`config.mk`:
```
export PLATFORM = sky130hd
export DESIGN_NAME = oscp_top
export DESIGN_NICKNAME = d
export VERILOG_FILES = /design/src/common/oscp_pkg.sv /design/src/oscp_short_filter.sv /design/src/oscp_top.sv
export SDC_FILE = /design/constraint.sdc
export NUM_CORES = 1
export LEC_CHECK = 0
export BUFFER_PORTS_ARGS = -buffer_cell sky130_fd_sc_hd__buf_2
export CORE_ASPECT_RATIO = 1.25
export CORE_UTILIZATION = 40
export DETAILED_ROUTE_END_ITERATION = 8
export SYNTH_ARGS = -nofsm -noshare
export SYNTH_HDL_FRONTEND = slang
export SYNTH_SLANG_ARGS = --single-unit
```
`constraint.sdc`:
```
create_clock -name i_clk -period 2.75 [get_ports i_clk]
set_input_delay 0.825 -clock i_clk [delete_from_list [all_inputs] [get_ports i_clk]]
set_output_delay 0.825 -clock i_clk [all_outputs]
set_load 0.01 [all_outputs]
```
`src/common/oscp_pkg.sv`:
```
// Constants and types shared by the output short-circuit protection block
package oscp_pkg;

    // Width of the led chain code field
    localparam int CODE_W = 4;
    // Number of selectable threshold levels
    localparam int NUM_LEVELS = 16;
    // Width of a threshold expressed in millivolts
    localparam int MV_W = 11;
    // Width of the short filter counter
    localparam int FILT_W = 4;

    // Consecutive cycles below threshold that confirm a short
    localparam logic [FILT_W-1:0] FILT_CYCLES = 4'h8;
    // Counter value after reset or after the comparator recovers
    localparam logic [FILT_W-1:0] FILT_CLEAR = 4'h0;

    // Code used after reset and forced in limp-home state
    localparam logic [CODE_W-1:0] DEFAULT_CODE = 4'h8;
    // Code that selects the highest level
    localparam logic [CODE_W-1:0] TOP_CODE = 4'h0;

    // Threshold of code 1 in millivolts
    localparam logic [MV_W-1:0] THR_BASE_MV = 11'h026;
    // Step between adjacent codes in millivolts
    localparam logic [MV_W-1:0] THR_STEP_MV = 11'h04B;
    // Threshold of code 0 in millivolts
    localparam logic [MV_W-1:0] THR_TOP_MV = 11'h48B;

    // Protection sequencer states
    typedef enum logic [2:0] {
        ST_RAMP = 3'b000,      // Soft-start rising, detection blanked
        ST_RUN = 3'b001,       // Regulating, detection armed
        ST_FAULT = 3'b010,     // Short confirmed, break-low held
        ST_DISCHARGE = 3'b011, // Waiting for soft-start to restart low
        ST_OTP = 3'b100        // Overtemperature shutdown
    } oscp_state_t;

endpackage

```
`src/oscp_short_filter.sv`:
```
// Digital filter that confirms a sustained low feedback comparator
`timescale 1ns/1ps
module oscp_short_filter (
    input wire logic i_clk,
    input wire logic i_sys_rst,
    input wire logic i_clk_en,
    input wire logic i_below,
    input wire logic i_armed,
    output logic o_trip
);

    // Cycles the comparator has been low while armed
    logic [oscp_pkg::FILT_W-1:0] count;
    // Next counter value
    logic [oscp_pkg::FILT_W-1:0] next_count;

    // Count up while armed and low, saturate at the confirm figure
    always_comb begin
        next_count = count;
        if (!(i_armed && i_below)) begin
            // Any recovery or blanking restarts the window
            next_count = oscp_pkg::FILT_CLEAR;
        end else if (count != oscp_pkg::FILT_CYCLES) begin
            next_count = count + 4'h1;
        end
    end

    // Counter register, frozen while the clock enable is low
    always_ff @(posedge i_clk or posedge i_sys_rst) begin
        if (i_sys_rst) begin
            count <= oscp_pkg::FILT_CLEAR;
        end else if (i_clk_en) begin
            count <= next_count;
        end
    end

    // Trip only once the full run has been seen
    assign o_trip = (count == oscp_pkg::FILT_CYCLES);

    // A break in the low run must empty the counter
    chk_filter_restart: assert property (@(posedge i_clk) disable iff (i_sys_rst)
        (i_clk_en && !(i_armed && i_below)) |=> (count == oscp_pkg::FILT_CLEAR))
        else $error("filter count kept after comparator recovered");

    // The last low sample of a full run must raise the trip
    chk_filter_trip: assert property (@(posedge i_clk) disable iff (i_sys_rst)
        (i_clk_en && i_armed && i_below && count == (oscp_pkg::FILT_CYCLES - 4'h1))
        |=> o_trip)
        else $error("filter missed a full run of low samples");

endmodule // oscp_short_filter

```
`src/oscp_top.sv`:
```
// Output short-circuit protection: filter, threshold select, fault sequencing
`timescale 1ns/1ps

// Summary of operation
// Short needs eight consecutive low comparator cycles
// Filter restarts when comparator recovers early
// No short detection until blanking indication
// Open-load detection blanked until blanking end
// Confirmed short sets short led flag
// Confirmed short forces break-low gate state
// Automatic restart through soft-start after fault
// Flag holds until next diagnosis read
// Threshold taken from 4-bit led chain code
// Codes 1-15 linear, code 0 highest, default 8
// Sixteen distinct threshold steps
// Limp-home forces default threshold code
// Overvoltage threshold independent of chain code
// Chain code feeds threshold and fast discharge
// Analog dimming never affects short threshold
// Host computes code from divider ratio
// Host updates code with active LED count
// Overtemperature overrides every other fault
module oscp_top (
    input wire logic i_clk,
    input wire logic i_sys_rst,
    input wire logic i_clk_en,
    input wire logic i_fb_below_cmp,
    input wire logic i_softstart_blank_end,
    input wire logic [oscp_pkg::CODE_W-1:0] i_led_chain_code,
    input wire logic i_limp_home,
    input wire logic i_diag_read_done,
    input wire logic i_overtemp,
    output logic o_short_led_flag,
    output logic o_break_low,
    output logic o_gate_shutdown,
    output logic o_softstart_restart,
    output logic o_open_load_enable,
    output logic [oscp_pkg::CODE_W-1:0] o_short_threshold_code,
    output logic [oscp_pkg::MV_W-1:0] o_short_threshold_mv,
    output logic [oscp_pkg::CODE_W-1:0] o_fast_discharge_code
);

    // First and second stage of the comparator synchroniser
    logic below_meta;
    logic below_sync;
    // First and second stage of the blanking-end synchroniser
    logic blank_meta;
    logic blank_sync;

    // Analog pins are asynchronous to the device clock
    always_ff @(posedge i_clk or posedge i_sys_rst) begin
        if (i_sys_rst) begin
            below_meta <= 1'b0;
            below_sync <= 1'b0;
            blank_meta <= 1'b0;
            blank_sync <= 1'b0;
        end else if (i_clk_en) begin
            below_meta <= i_fb_below_cmp;
            below_sync <= below_meta;
            blank_meta <= i_softstart_blank_end;
            blank_sync <= blank_meta;
        end
    end

    // Threshold per code, one entry per level
    logic [oscp_pkg::MV_W-1:0] thr_table [oscp_pkg::NUM_LEVELS];

    // Linear ladder from code 1, code 0 wraps to the top level
    for (genvar g = 0; g < oscp_pkg::NUM_LEVELS; g++) begin : g_thr
        if (g == 0) begin : g_top
            assign thr_table[g] = oscp_pkg::THR_TOP_MV;
        end else begin : g_lin
            assign thr_table[g] = oscp_pkg::MV_W'(oscp_pkg::THR_BASE_MV
                + oscp_pkg::THR_STEP_MV * (g - 1));
        end
    end

    // First and second stage of the overtemperature synchroniser
    logic ot_meta;
    logic ot_sync;

    // Temperature sensor output is asynchronous to the device clock
    always_ff @(posedge i_clk or posedge i_sys_rst) begin
        if (i_sys_rst) begin
            ot_meta <= 1'h0;
            ot_sync <= 1'h0;
        end else if (i_clk_en) begin
            ot_meta <= i_overtemp;
            ot_sync <= ot_meta;
        end
    end

    // Sequencer state and its next value
    oscp_pkg::oscp_state_t state;
    oscp_pkg::oscp_state_t next_state;
    // Filter enable, high only while regulating
    logic armed;
    // Filter has seen the full run of low samples
    logic trip;

    // Detection is blanked in every state but regulation
    assign armed = (state == oscp_pkg::ST_RUN);

    // Consecutive-cycle filter on the synchronised comparator
    // Sees the same samples the sequencer sees, so no extra lag
    oscp_short_filter i_filter (
        .i_clk(i_clk),
        .i_sys_rst(i_sys_rst),
        .i_clk_en(i_clk_en),
        .i_below(below_sync),
        .i_armed(armed),
        .o_trip(trip)
    );

    // Next sequencer state; overtemperature is checked last so it wins
    always_comb begin
        next_state = state;
        case (state)
            oscp_pkg::ST_RAMP: begin
                // Soft-start still rising, wait for the blanking end
                if (blank_sync) begin
                    next_state = oscp_pkg::ST_RUN;
                end
            end
            oscp_pkg::ST_RUN: begin
                // Confirmed short leaves regulation at once
                if (trip) begin
                    next_state = oscp_pkg::ST_FAULT;
                end
            end
            oscp_pkg::ST_FAULT: begin
                // Hold break-low until the output is no longer shorted
                if (!below_sync) begin
                    next_state = oscp_pkg::ST_DISCHARGE;
                end
            end
            oscp_pkg::ST_DISCHARGE: begin
                // Restart only from an empty soft-start, never mid-ramp
                if (!blank_sync) begin
                    next_state = oscp_pkg::ST_RAMP;
                end
            end
            oscp_pkg::ST_OTP: begin
                // Sensor cooled down, go through a fresh soft-start
                if (!ot_sync) begin
                    next_state = oscp_pkg::ST_DISCHARGE;
                end
            end
            default: begin
                // Unused codes fall back to a blanked ramp
                next_state = oscp_pkg::ST_RAMP;
            end
        endcase
        // Overtemperature overrides a short or any other state
        if (ot_sync) begin
            next_state = oscp_pkg::ST_OTP;
        end
    end

    // Next values of the registered power-stage controls
    logic next_break_low;
    logic next_gate_shutdown;
    logic next_softstart_restart;
    logic next_open_load_enable;

    // Controls follow the next state so outputs line up with it
    always_comb begin
        // Both low-side switches on while the short is handled
        next_break_low = (next_state == oscp_pkg::ST_FAULT)
            || (next_state == oscp_pkg::ST_DISCHARGE);
        // Overtemperature stops the drivers outright
        next_gate_shutdown = (next_state == oscp_pkg::ST_OTP);
        // Soft-start capacitor held empty until a restart is allowed
        next_softstart_restart = (next_state == oscp_pkg::ST_FAULT)
            || (next_state == oscp_pkg::ST_DISCHARGE)
            || (next_state == oscp_pkg::ST_OTP);
        // Open-load check shares the soft-start blanking window
        next_open_load_enable = (next_state == oscp_pkg::ST_RUN);
    end

    // Sequencer and control registers
    always_ff @(posedge i_clk or posedge i_sys_rst) begin
        if (i_sys_rst) begin
            // Start blanked, as after power-up
            state <= oscp_pkg::ST_RAMP;
            o_break_low <= 1'h0;
            o_gate_shutdown <= 1'h0;
            o_softstart_restart <= 1'h0;
            o_open_load_enable <= 1'h0;
        end else if (i_clk_en) begin
            state <= next_state;
            o_break_low <= next_break_low;
            o_gate_shutdown <= next_gate_shutdown;
            o_softstart_restart <= next_softstart_restart;
            o_open_load_enable <= next_open_load_enable;
        end
    end

    // Flag set request and next flag value
    logic set_flag;
    logic next_short_led_flag;

    // Set wins over a read in the same cycle so no short is lost
    always_comb begin
        set_flag = (state == oscp_pkg::ST_RUN) && trip && !ot_sync;
        next_short_led_flag = o_short_led_flag;
        if (i_diag_read_done) begin
            // Completed read of the diagnosis register clears it
            next_short_led_flag = 1'h0;
        end
        // Both events in one cycle: the set below wins
        if (set_flag) begin
            next_short_led_flag = 1'h1;
        end
    end

    // Flag register, visible in the diagnosis register
    always_ff @(posedge i_clk or posedge i_sys_rst) begin
        if (i_sys_rst) begin
            // No fault reported out of reset
            o_short_led_flag <= 1'h0;
        end else if (i_clk_en) begin
            o_short_led_flag <= next_short_led_flag;
        end
    end

    // Default level, reset value of the level output
    // Kept as a constant so the reset branch stays constant-only
    localparam logic [oscp_pkg::MV_W-1:0] DEFAULT_MV = oscp_pkg::MV_W'(oscp_pkg::THR_BASE_MV
        + oscp_pkg::THR_STEP_MV * (oscp_pkg::DEFAULT_CODE - 4'h1));
    // Code after the limp-home override
    logic [oscp_pkg::CODE_W-1:0] sel_code;
    // Next values of the threshold outputs
    logic [oscp_pkg::CODE_W-1:0] next_thr_code;
    logic [oscp_pkg::MV_W-1:0] next_thr_mv;
    logic [oscp_pkg::CODE_W-1:0] next_fd_code;

    // Select the applied code and look up its level
    always_comb begin
        // Only chain code and limp state steer the level, not dimming
        sel_code = i_led_chain_code;
        if (i_limp_home) begin
            // Fail-safe state ignores the programmed code
            sel_code = oscp_pkg::DEFAULT_CODE;
        end
        // A new code applies at the next edge; the host must time it
        // against LED switching or a false short can follow
        next_thr_code = sel_code;
        next_thr_mv = thr_table[sel_code];
        // Fast discharge always follows the written field
        next_fd_code = i_led_chain_code;
    end

    // Threshold registers; a code change takes effect one cycle later
    always_ff @(posedge i_clk or posedge i_sys_rst) begin
        if (i_sys_rst) begin
            // Default level until the first cycle out of reset
            o_short_threshold_code <= oscp_pkg::DEFAULT_CODE;
            o_short_threshold_mv <= DEFAULT_MV;
            o_fast_discharge_code <= oscp_pkg::DEFAULT_CODE;
        end else if (i_clk_en) begin
            o_short_threshold_code <= next_thr_code;
            o_short_threshold_mv <= next_thr_mv;
            o_fast_discharge_code <= next_fd_code;
        end
    end

    // Checks on the sequencer, the flag and the threshold choice
    // All are disabled during reset, none looks at past values

    // Blanking must keep a ramp from going straight to fault
    chk_ramp_blanked: assert property (@(posedge i_clk) disable iff (i_sys_rst)
        (i_clk_en && state == oscp_pkg::ST_RAMP) |=> (state != oscp_pkg::ST_FAULT))
        else $error("short fault raised during soft-start blanking");

    // Open-load detection stays off while ramping
    chk_open_load_blank: assert property (@(posedge i_clk) disable iff (i_sys_rst)
        (state == oscp_pkg::ST_RAMP) |-> !o_open_load_enable)
        else $error("open-load detection enabled during ramp");

    // A confirmed short shows in the flag one cycle later
    chk_flag_on_trip: assert property (@(posedge i_clk) disable iff (i_sys_rst)
        (i_clk_en && set_flag) |=> o_short_led_flag)
        else $error("short flag not set after confirmed short");

    // Fault state always drives break-low
    chk_break_low_fault: assert property (@(posedge i_clk) disable iff (i_sys_rst)
        (state == oscp_pkg::ST_FAULT) |-> o_break_low)
        else $error("break-low missing in fault state");

    // A diagnosis read clears the flag unless a new short arrives
    chk_flag_clear_read: assert property (@(posedge i_clk) disable iff (i_sys_rst)
        (i_clk_en && i_diag_read_done && !set_flag) |=> !o_short_led_flag)
        else $error("short flag survived a diagnosis read");

    // Limp-home applies the default code
    chk_limp_default: assert property (@(posedge i_clk) disable iff (i_sys_rst)
        (i_clk_en && i_limp_home) |=> (o_short_threshold_code == oscp_pkg::DEFAULT_CODE))
        else $error("limp-home did not force the default code");

    // Overtemperature takes the sequencer from any state
    chk_otp_priority: assert property (@(posedge i_clk) disable iff (i_sys_rst)
        (i_clk_en && ot_sync) |=> (state == oscp_pkg::ST_OTP))
        else $error("overtemperature did not take priority");

endmodule // oscp_top

```
# Yosys cells after proc, flatten, opt, wreduce, memory -nomap -nowiden
# Memory sizes are Yosys's and may differ from the RTL's. A register that Yosys moved wholly into a read port is not among the register bits.
# Index checks and enable logic that the tools add are counted.
[classes]
n_addsub = 1
multipliers = 0
n_div = 0
n_lt_le_gt_ge = 0
eq_ne = 11
shift = 0
n_mux = 11
n_bitwise = 1
reduce_logical = 10
[ops]
columns = ["op", "count"]
rows = [
  ["3-bit 2-to-1 mux", 5],
  ["3-bit one-hot mux with 5 select lines", 1],
  ["3-bit by 2-bit == test with 1-bit output, second input constant", 4],
  ["4-bit 2-to-1 mux", 3],
  ["3-bit by 1-bit == test with 1-bit output, second input constant", 2],
  ["3-bit == test, second input constant", 2],
  ["4-bit inverter with 5-bit output", 1],
  ["4-bit by 1-bit adder with 4-bit output, second input constant", 1],
  ["4-bit == test, second input constant", 1],
  ["4-bit != test, second input constant", 1],
  ["2-bit AND reduction", 2],
  ["1-bit logical AND", 3],
  ["3-bit zero test", 1],
  ["1-bit logical OR", 2],
  ["1-bit 2-to-1 mux", 2],
  ["2-bit != test, second input constant", 1],
  ["2-bit nonzero test", 1],
  ["1-bit zero test", 1],
]
[word_totals]
reg_bits = 26
latch_bits = 0
ramBits = 0
rom_bits = 176
inputBits = 12
output_inout_bits = 24
word_cells = 50
mem_count = 1
[memory_table]
columns = ["memory", "depth", "word_bits", "rd", "rd_clocked_by_memory_dff", "wr", "line_no", "text"]
rows = [
  ["(no name shown)", 16, 11, 1, 1, 0, "oscp_top.sv:249", "next_thr_mv = thr_table[sel_code];"],
]

# Logic depth before layout (Yosys ltp)
# Gate-level depths: netlist (run 1).
[depth]
depth_word = 7
ltp_mapped = 8
depth_no_buf = 7

# Cells and area by module
# From an unflattened synthesis (run 1), not the netlist that was laid out.
[unflattened]
cells_unflattened = 176
hier_area_um2 = 1909.3
[by_module_without_submodules]
columns = ["module", "instances", "cells_each", "area_each_um2", "seq_area_each_um2"]
rows = [
  ["oscp_top", 1, 152, 1652.8, 834.6],
  ["oscp_short_filter", 1, 24, 256.5, 100.1],
]

# Worst setup path before layout (run 1)
# Ideal clock, no wire load.
[synth_timing]
path_kind = "input -> register"
from = "in i_limp_home"
to = "reg o_short_threshold_mv[6] (netlist name)"
setup_ns = 0.125
arrival_ns = 2.281
t_required_ns = 2.625
setup_slack_ns = 0.344
path_stages = 8
path_buffers = 1
path_cell_list = "clkbuf_1 -> nor2b_1 -> inv_1 -> ha_1 -> inv_1 -> a22o_1 -> a21oi_1 -> mux2_2"
[synth_between]
elab_chain_cells = 2
[synth_lines]
columns = ["item", "line_no", "text"]
rows = [
  ["from (decl)", "oscp_top.sv:30", "input wire logic i_limp_home,"],
  ["4-bit 2-to-1 mux", "oscp_top.sv:242", "if (i_limp_home) begin"],
  ["via next_thr_code (one bit)", "oscp_top.sv:234", "logic [oscp_pkg::CODE_W-1:0] next_thr_code;"],
  ["4-bit inverter with 5-bit output (not written as such)", "oscp_top.sv:249", ""],
  ["to (decl)", "oscp_top.sv:39", "output logic [oscp_pkg::MV_W-1:0] o_short_threshold_mv,"],
]
# The timed path passes the listed nets, and every way through them passes these cells.
# A chain may end at the register's enable or synchronous reset.

# Worst setup path after layout (run 1)
[layout_timing]
from = "in i_led_chain_code[0] (netlist name)"
to = "reg o_short_threshold_mv[7] (netlist name)"
[layout_between]
elab_chain_cells = 2
[layout_lines]
columns = ["item", "line_no", "text"]
rows = [
  ["from (decl)", "oscp_top.sv:29", "input wire logic [oscp_pkg::CODE_W-1:0] i_led_chain_code,"],
  ["4-bit 2-to-1 mux", "oscp_top.sv:242", ""],
  ["via next_thr_code (one bit)", "oscp_top.sv:234", ""],
  ["4-bit inverter with 5-bit output (not written as such)", "oscp_top.sv:249", ""],
]
# The timed path passes the listed nets, and every way through them passes these cells.

==> results of run 1 <==
## cells in the mapped netlist (2+ instances only)
cell type	instances
dfrtp_1	30
buf_6	2
nor2b_1	3
nand2b_1	5
dfstp_2	7
mux2_2	16
o22ai_1	5
nand3b_1	3
o221ai_1	2
o21ai_0	11
inv_1	16
a22o_1	3
ha_1	8
nor2_1	12
o211ai_1	2
a21oi_1	12
buf_2	3
a32o_1	2
nand2_1	14
clkbuf_1	4
## tightest hold or removal path: cells and delay by family (launching register included)
kind / cells / cell delay [ns]
flip-flops: 1 / 0.34
AND/OR/NAND/NOR: 1 / 0.05
AO/OA/AOI/OAI: 1 / 0.05
## kinds of logic (layout without fill, tap and decap cells)
kind of cell,count (synthesis),in the layout,synth area share (%)
mux,16,16,9.46
compound gates,47,47,16.5
fa+ha+maj,8,8,5.26
simple gates,46,46,12.9
xor+xnor,2,2,0.920
buf+inv,25,64,5.91
flops,37,37,49.1
## worst max-delay path by stage
stage                              endpoint                start  slack [ns]  cells after the start
global route        o_short_threshold_mv[3]  i_led_chain_code[0]        0.33                      8
detailed placement  o_short_threshold_mv[6]  i_led_chain_code[0]        0.18                      8
finish              o_short_threshold_mv[7]  i_led_chain_code[0]        0.49                      8
floorplan           o_short_threshold_mv[6]          i_limp_home        0.34                      8
CTS                 o_short_threshold_mv[6]  i_led_chain_code[0]        0.48                      8
global placement    o_short_threshold_mv[7]  i_led_chain_code[0]        0.25                      8
## layer usage
metal	wire length, um	part of all wire (%)
met1	1630	42
met5	0	0
met2	1980	51
met4	87	2.2
met3	179	4.6
## registers in the layout (all words and copies together), names as in the netlist
| register | count |
|---|---|
| o_short_threshold_mv | 11 |
| i_filter.count | 4 |
| o_fast_discharge_code | 4 |
| o_short_threshold_code | 4 |
| state | 3 |
| below_meta | 1 |
| below_sync | 1 |
| blank_meta | 1 |
| blank_sync | 1 |
| o_break_low | 1 |
| o_gate_shutdown | 1 |
| o_open_load_enable | 1 |
| o_short_led_flag | 1 |
| o_softstart_restart | 1 |
| ot_meta | 1 |
| ot_sync | 1 |
## metrics by stage
step           hold WS [ns]  area (sq um)  setup slack, ns
4_1_cts               0.489          2220            0.483
6_report              0.476          2220            0.486
5_1_grt               0.515          2220            0.330
2_1_floorplan         0.449          1900            0.344
3_5_place_dp          0.470          2140            0.177
3_3_place_gp          0.455          2140            0.249
## area by class of cell
| cell class | count | area [sq um] |
|---|---|---|
| tap | 58 | 72.6 |
| timing repair buffer | 40 | 213 |
| fill | 452 | 2280 |
| inverter | 16 | 60.1 |
| clock buffer | 8 | 80.1 |
| multi-input combinational | 119 | 857 |
| sequential | 37 | 935 |
## power by group through the flow
stage          registers (mW)  logic (mW)  clock network (mW)
3_3_place_gp            0.686       0.309                   0
6_report                0.677       0.311               0.363
2_1_floorplan           0.699       0.196                   0
4_1_cts                 0.677       0.316               0.381
3_5_place_dp            0.686       0.315                   0
5_1_grt                 0.688       0.350               0.403
==> impl_metrics.ini, run 1 <==
[timing]
setup_viol = 0
skew_ns = 0.00415
max_freq_mhz = 442
drv_slew = 0
relSlewSlack_pct = 68.5
rsz0062_at_grt = false
fin_crit_sh_pct = 82.3
tightest_slew_ns = 0.472
fin_setup_tns_ns = 0
hold_viol = 0
period_minus_slack_ns = 2.26

[worst_setup_path]
startpoint_type = input pin
required_ns = 2.92
worstPathCellList = buf_2 -> nor2b_1 -> inv_1 -> ha_1 -> nand3b_1 -> a21boi_0 -> a221oi_1 -> a21oi_1
critPathArrivalTime_ns = 2.43
critPathSlowestCell = ha_1
crit_buf_inv = 2
reg2reg_from = i_filter.count[0]
end_kind = flip-flop
regToRegEndpoint = o_open_load_enable
critPathTopFamily = compound AO/OA/AOI/OAI gates
cp_slowest_stage_delay_ns = 0.38
ff2ff_path_depth = 6
r2r_slack_ns = 1.24
path_class = in2reg
worst-path-max-fanout = 6

[synthesis]
yosysSeqAreaShare_pct = 49.1
synth_edf_count = 0
yosysTopAreaCellShare_pct = 39.4
synth_seq_cells = 37
syn_nets = 201
synthTopCellsByArea = dfrtp_1, dfstp_2, mux2_2
yosysUniqueCellTypes = 41
synth_ff_type = dfrtp_1
async_flop_share_pct = 100
yosysTopAreaCell = dfrtp_1
synth_area_sq_mm = 0.00190
syn_inst = 181
synth_area_per_cell_sq_um = 10.5
yosysWarnings = 0

[power]
switching_power_mw = 0.404
swShare_pct = 29.9
cellPowerDensity_mw_per_mm2 = 609
power.total_mw = 1.35
ir_worst_vdd_mv = 0.349
combPwrFrac_pct = 23.0
power_frac_seq_pct = 50.1
leakage_nw = 1.01
power.clock.fraction_pct = 26.9
p_int_mw = 0.946

[clock_tree]
clockBufferDepth = 2
cts-root-buf = clkbuf_8
cts_tree = done
clkLatencyLatePin_ns = 0.29
post_cts_buffers = 0
cts_resized = 0
clk_pin_slew_ns = 0.07
clock-sinks = 37
ctsHoldBuffers = 0
htree_levels = 2
cts_made_buffers = 5

[finish]
nNetsFinal = 239
final_layout_size_suffix_gt1_share_pct = 33.2
final_common_cell = buf_2
stdcell_count = 278
final_cell_mix = buf_2, dfrtp_1, inv_1, mux2_2, nand2_1
final_core_util_pct = 49.3
area_growth_pct = 16.4
diodes = 0

[run_status]
status = complete, no violations

[place]
placed_cells = 270
io_buffers = 35
routabilityCongestion = 0.802
dp_hpwl_mm = 2.70

[detailed_routing]
wirelength_mm = 3.88
drc = 0
viasPerCell = 5.32
dr.pass1.iters = 4
vias = 1478
antenna_left = 0
drt_iter0_drc = 53
avgRoutedWirePerCell_um = 14.0

[global_routing]
grt.busiest_layer = met2
grt_util_all_layers_pct = 17.1
grt_pass1_vias = 1440
grt_pass1_wl_mm = 6.50
grtUsageMet3_pct = 4.74
use_met2_pct = 28.6
grt_antenna_before_repair = 0
met1_usage_pct = 19.1
grt_overflow = 0
grt_start_max_net_pins = 38

[floorplanning]
num_rows = 27
top_level_ports = 36
core-area_sq_mm = 0.00449
die_x_um = 63.7
start_util_pct = 42.4
die_y_um = 79.1
die_area_sq_mm = 0.00504

[hold_path]
hp-start = o_short_led_flag
hold_path.class = reg2reg
holdPathEnd = o_short_led_flag
hold_depth = 2

[run]
drv_cap = 0
Note: power is estimated with default switching activity, not from simulation.
==> run 2: changes to the inputs <==
- clock period: 2.75 -> 2.2 ns (I/O delays scaled with it)
==> impl_metrics.ini, run 2 (synthesis results as in run 1) <==
[run_status]
status = complete, no violations

[worst_setup_path]
startpoint_type = input pin
crit_top_cell = inv_1
r2r_slack_ns = 0.69
worst-path-max-fanout = 5
crit_cells = 8
regToRegEndpoint = o_open_load_enable
crit_buf_inv = 3
path_class = in2reg
critPathSlowestCell = ha_1
cp_slowest_stage_delay_ns = 0.35
required_ns = 2.38
ff2ff_path_depth = 6
end_kind = flip-flop
reg2reg_from = i_filter.count[0]
worstPathCellList = buf_2 -> nor2b_2 -> inv_1 -> ha_1 -> inv_1 -> a22o_1 -> a21oi_1 -> mux2_2
critPathArrivalTime_ns = 1.96
critPathTopFamily = adder cells

[finish]
diodes = 0
final_layout_size_suffix_gt1_share_pct = 35.9
regMostFlops = o_short_threshold_mv
area_growth_pct = 18.0
final_common_cell = buf_2
final_cell_mix = buf_2, dfrtp_1, inv_1, mux2_2, nand2_1
stdcell_count = 281
nNetsFinal = 242
fill_cells = 453
largest_register_ffs = 11

[global_routing]
grt_overflow = 0
grt_pass1_wl_mm = 6.64
grt_pass1_vias = 1411
grt_antenna_before_repair = 0
grt_start_max_net_pins = 38
grt_util_all_layers_pct = 16.8

[place]
placed_cells = 273
place_ws_ns = 0.113
dp_hpwl_mm = 2.85
routabilityCongestion = 0.828
io_buffers = 35

[timing]
max_freq_mhz = 559
skew_ns = 0.00515
drv_slew = 0
period_minus_slack_ns = 1.79
tightest_slew_ns = 0.462
setup_viol = 0
rsz0062_at_grt = false
relSlewSlack_pct = 69.2
fin_ws_ns = 0.413
fin_setup_tns_ns = 0
fin_crit_sh_pct = 81.2
hold_viol = 0

[power]
combPwrFrac_pct = 23.1
power.clock.fraction_pct = 26.7
power_frac_seq_pct = 50.2
power.total_mw = 1.69
cellPowerDensity_mw_per_mm2 = 751
switching_power_mw = 0.507
leakage_nw = 1.03
p_int_mw = 1.18
ir_worst_vdd_mv = 0.418
swShare_pct = 30.0

[detailed_routing]
viasPerCell = 5.20
wirelength_mm = 3.83
drc = 0
avgRoutedWirePerCell_um = 13.6
vias = 1461
drt_iter0_drc = 25
dr.pass1.iters = 4
antenna_left = 0

[clock_tree]
clockBufferDepth = 2
cts-root-buf = clkbuf_8
clock-sinks = 37
cts_resized = 0
cts_made_buffers = 5
clkLatencyLatePin_ns = 0.28
cts_tree = done
clk_pin_slew_ns = 0.07
ctsHoldBuffers = 0
htree_levels = 2
post_cts_buffers = 0

[floorplanning]
core-area_sq_mm = 0.00449
num_rows = 27
die_x_um = 63.7
die_y_um = 79.1
top_level_ports = 36
die_area_sq_mm = 0.00504
start_util_pct = 42.4

[hold_path]
hold_path.class = in2async

[run]
drv_cap = 0
[run 2: layer usage]
layer / vias to the layer above / part of all wire, % / track usage [%] / wire length, um
li1: 719 / - / - / -
met1: 713 / 43 / 19.7 / 1650
met2: 23 / 53 / 29.9 / 2020
met3: 6 / 2.8 / 3.16 / 106
met4: 0 / 1.5 / 6.82 / 56
met5: - / 0 / 0 / 0
[run 2: worst min-delay path, stage by stage]
cell and delay (ns):
buf_2 0.09, inv_1 0.04, buf_4 0.40
[run 2: worst max path at each step]
stage | start | to | slack [ns]
finish | i_led_chain_code[0] | o_short_threshold_mv[6] | 0.41
global route | i_led_chain_code[0] | o_short_threshold_mv[4] | 0.29
CTS | i_led_chain_code[0] | o_short_threshold_mv[6] | 0.42
detailed placement | i_led_chain_code[0] | o_short_threshold_mv[6] | 0.11
global placement | i_led_chain_code[0] | o_short_threshold_mv[6] | 0.14
floorplan | i_limp_home | o_short_threshold_mv[6] | 0.05
[run 2: metrics by stage]
stage          instance area [sq um]  util, %  hold slack (ns)
4_1_cts                         2250     50.0            0.488
3_3_place_gp                    2160     48.2            0.458
3_5_place_dp                    2160     48.2            0.469
6_report                        2250     50.0            0.476
5_1_grt                         2250     50.0            0.514
2_1_floorplan                   1910        -            0.449
[run 2: area by class of cell]
class | instances | area [sq um] | share of cell area [%]
Sequential cell | 37 | 935 | 41.6
Multi-Input combinational cell | 119 | 862 | 38.4
Timing Repair Buffer | 43 | 235 | 10.5
Clock buffer | 6 | 72.6 | 3.23
Tap cell | 58 | 72.6 | 3.23
Inverter | 16 | 60.1 | 2.67
Clock inverter | 2 | 10.0 | 0.445
[run 2: power groups by stage]
stage                     sequential (mW)  combinational [mW]  clock, mW
final                               0.848               0.390      0.450
after global routing                0.864               0.435      0.485
after floorplan                     0.874               0.246          0
after detailed placement            0.862               0.396          0
after CTS                           0.850               0.397      0.472
after global placement              0.860               0.393          0
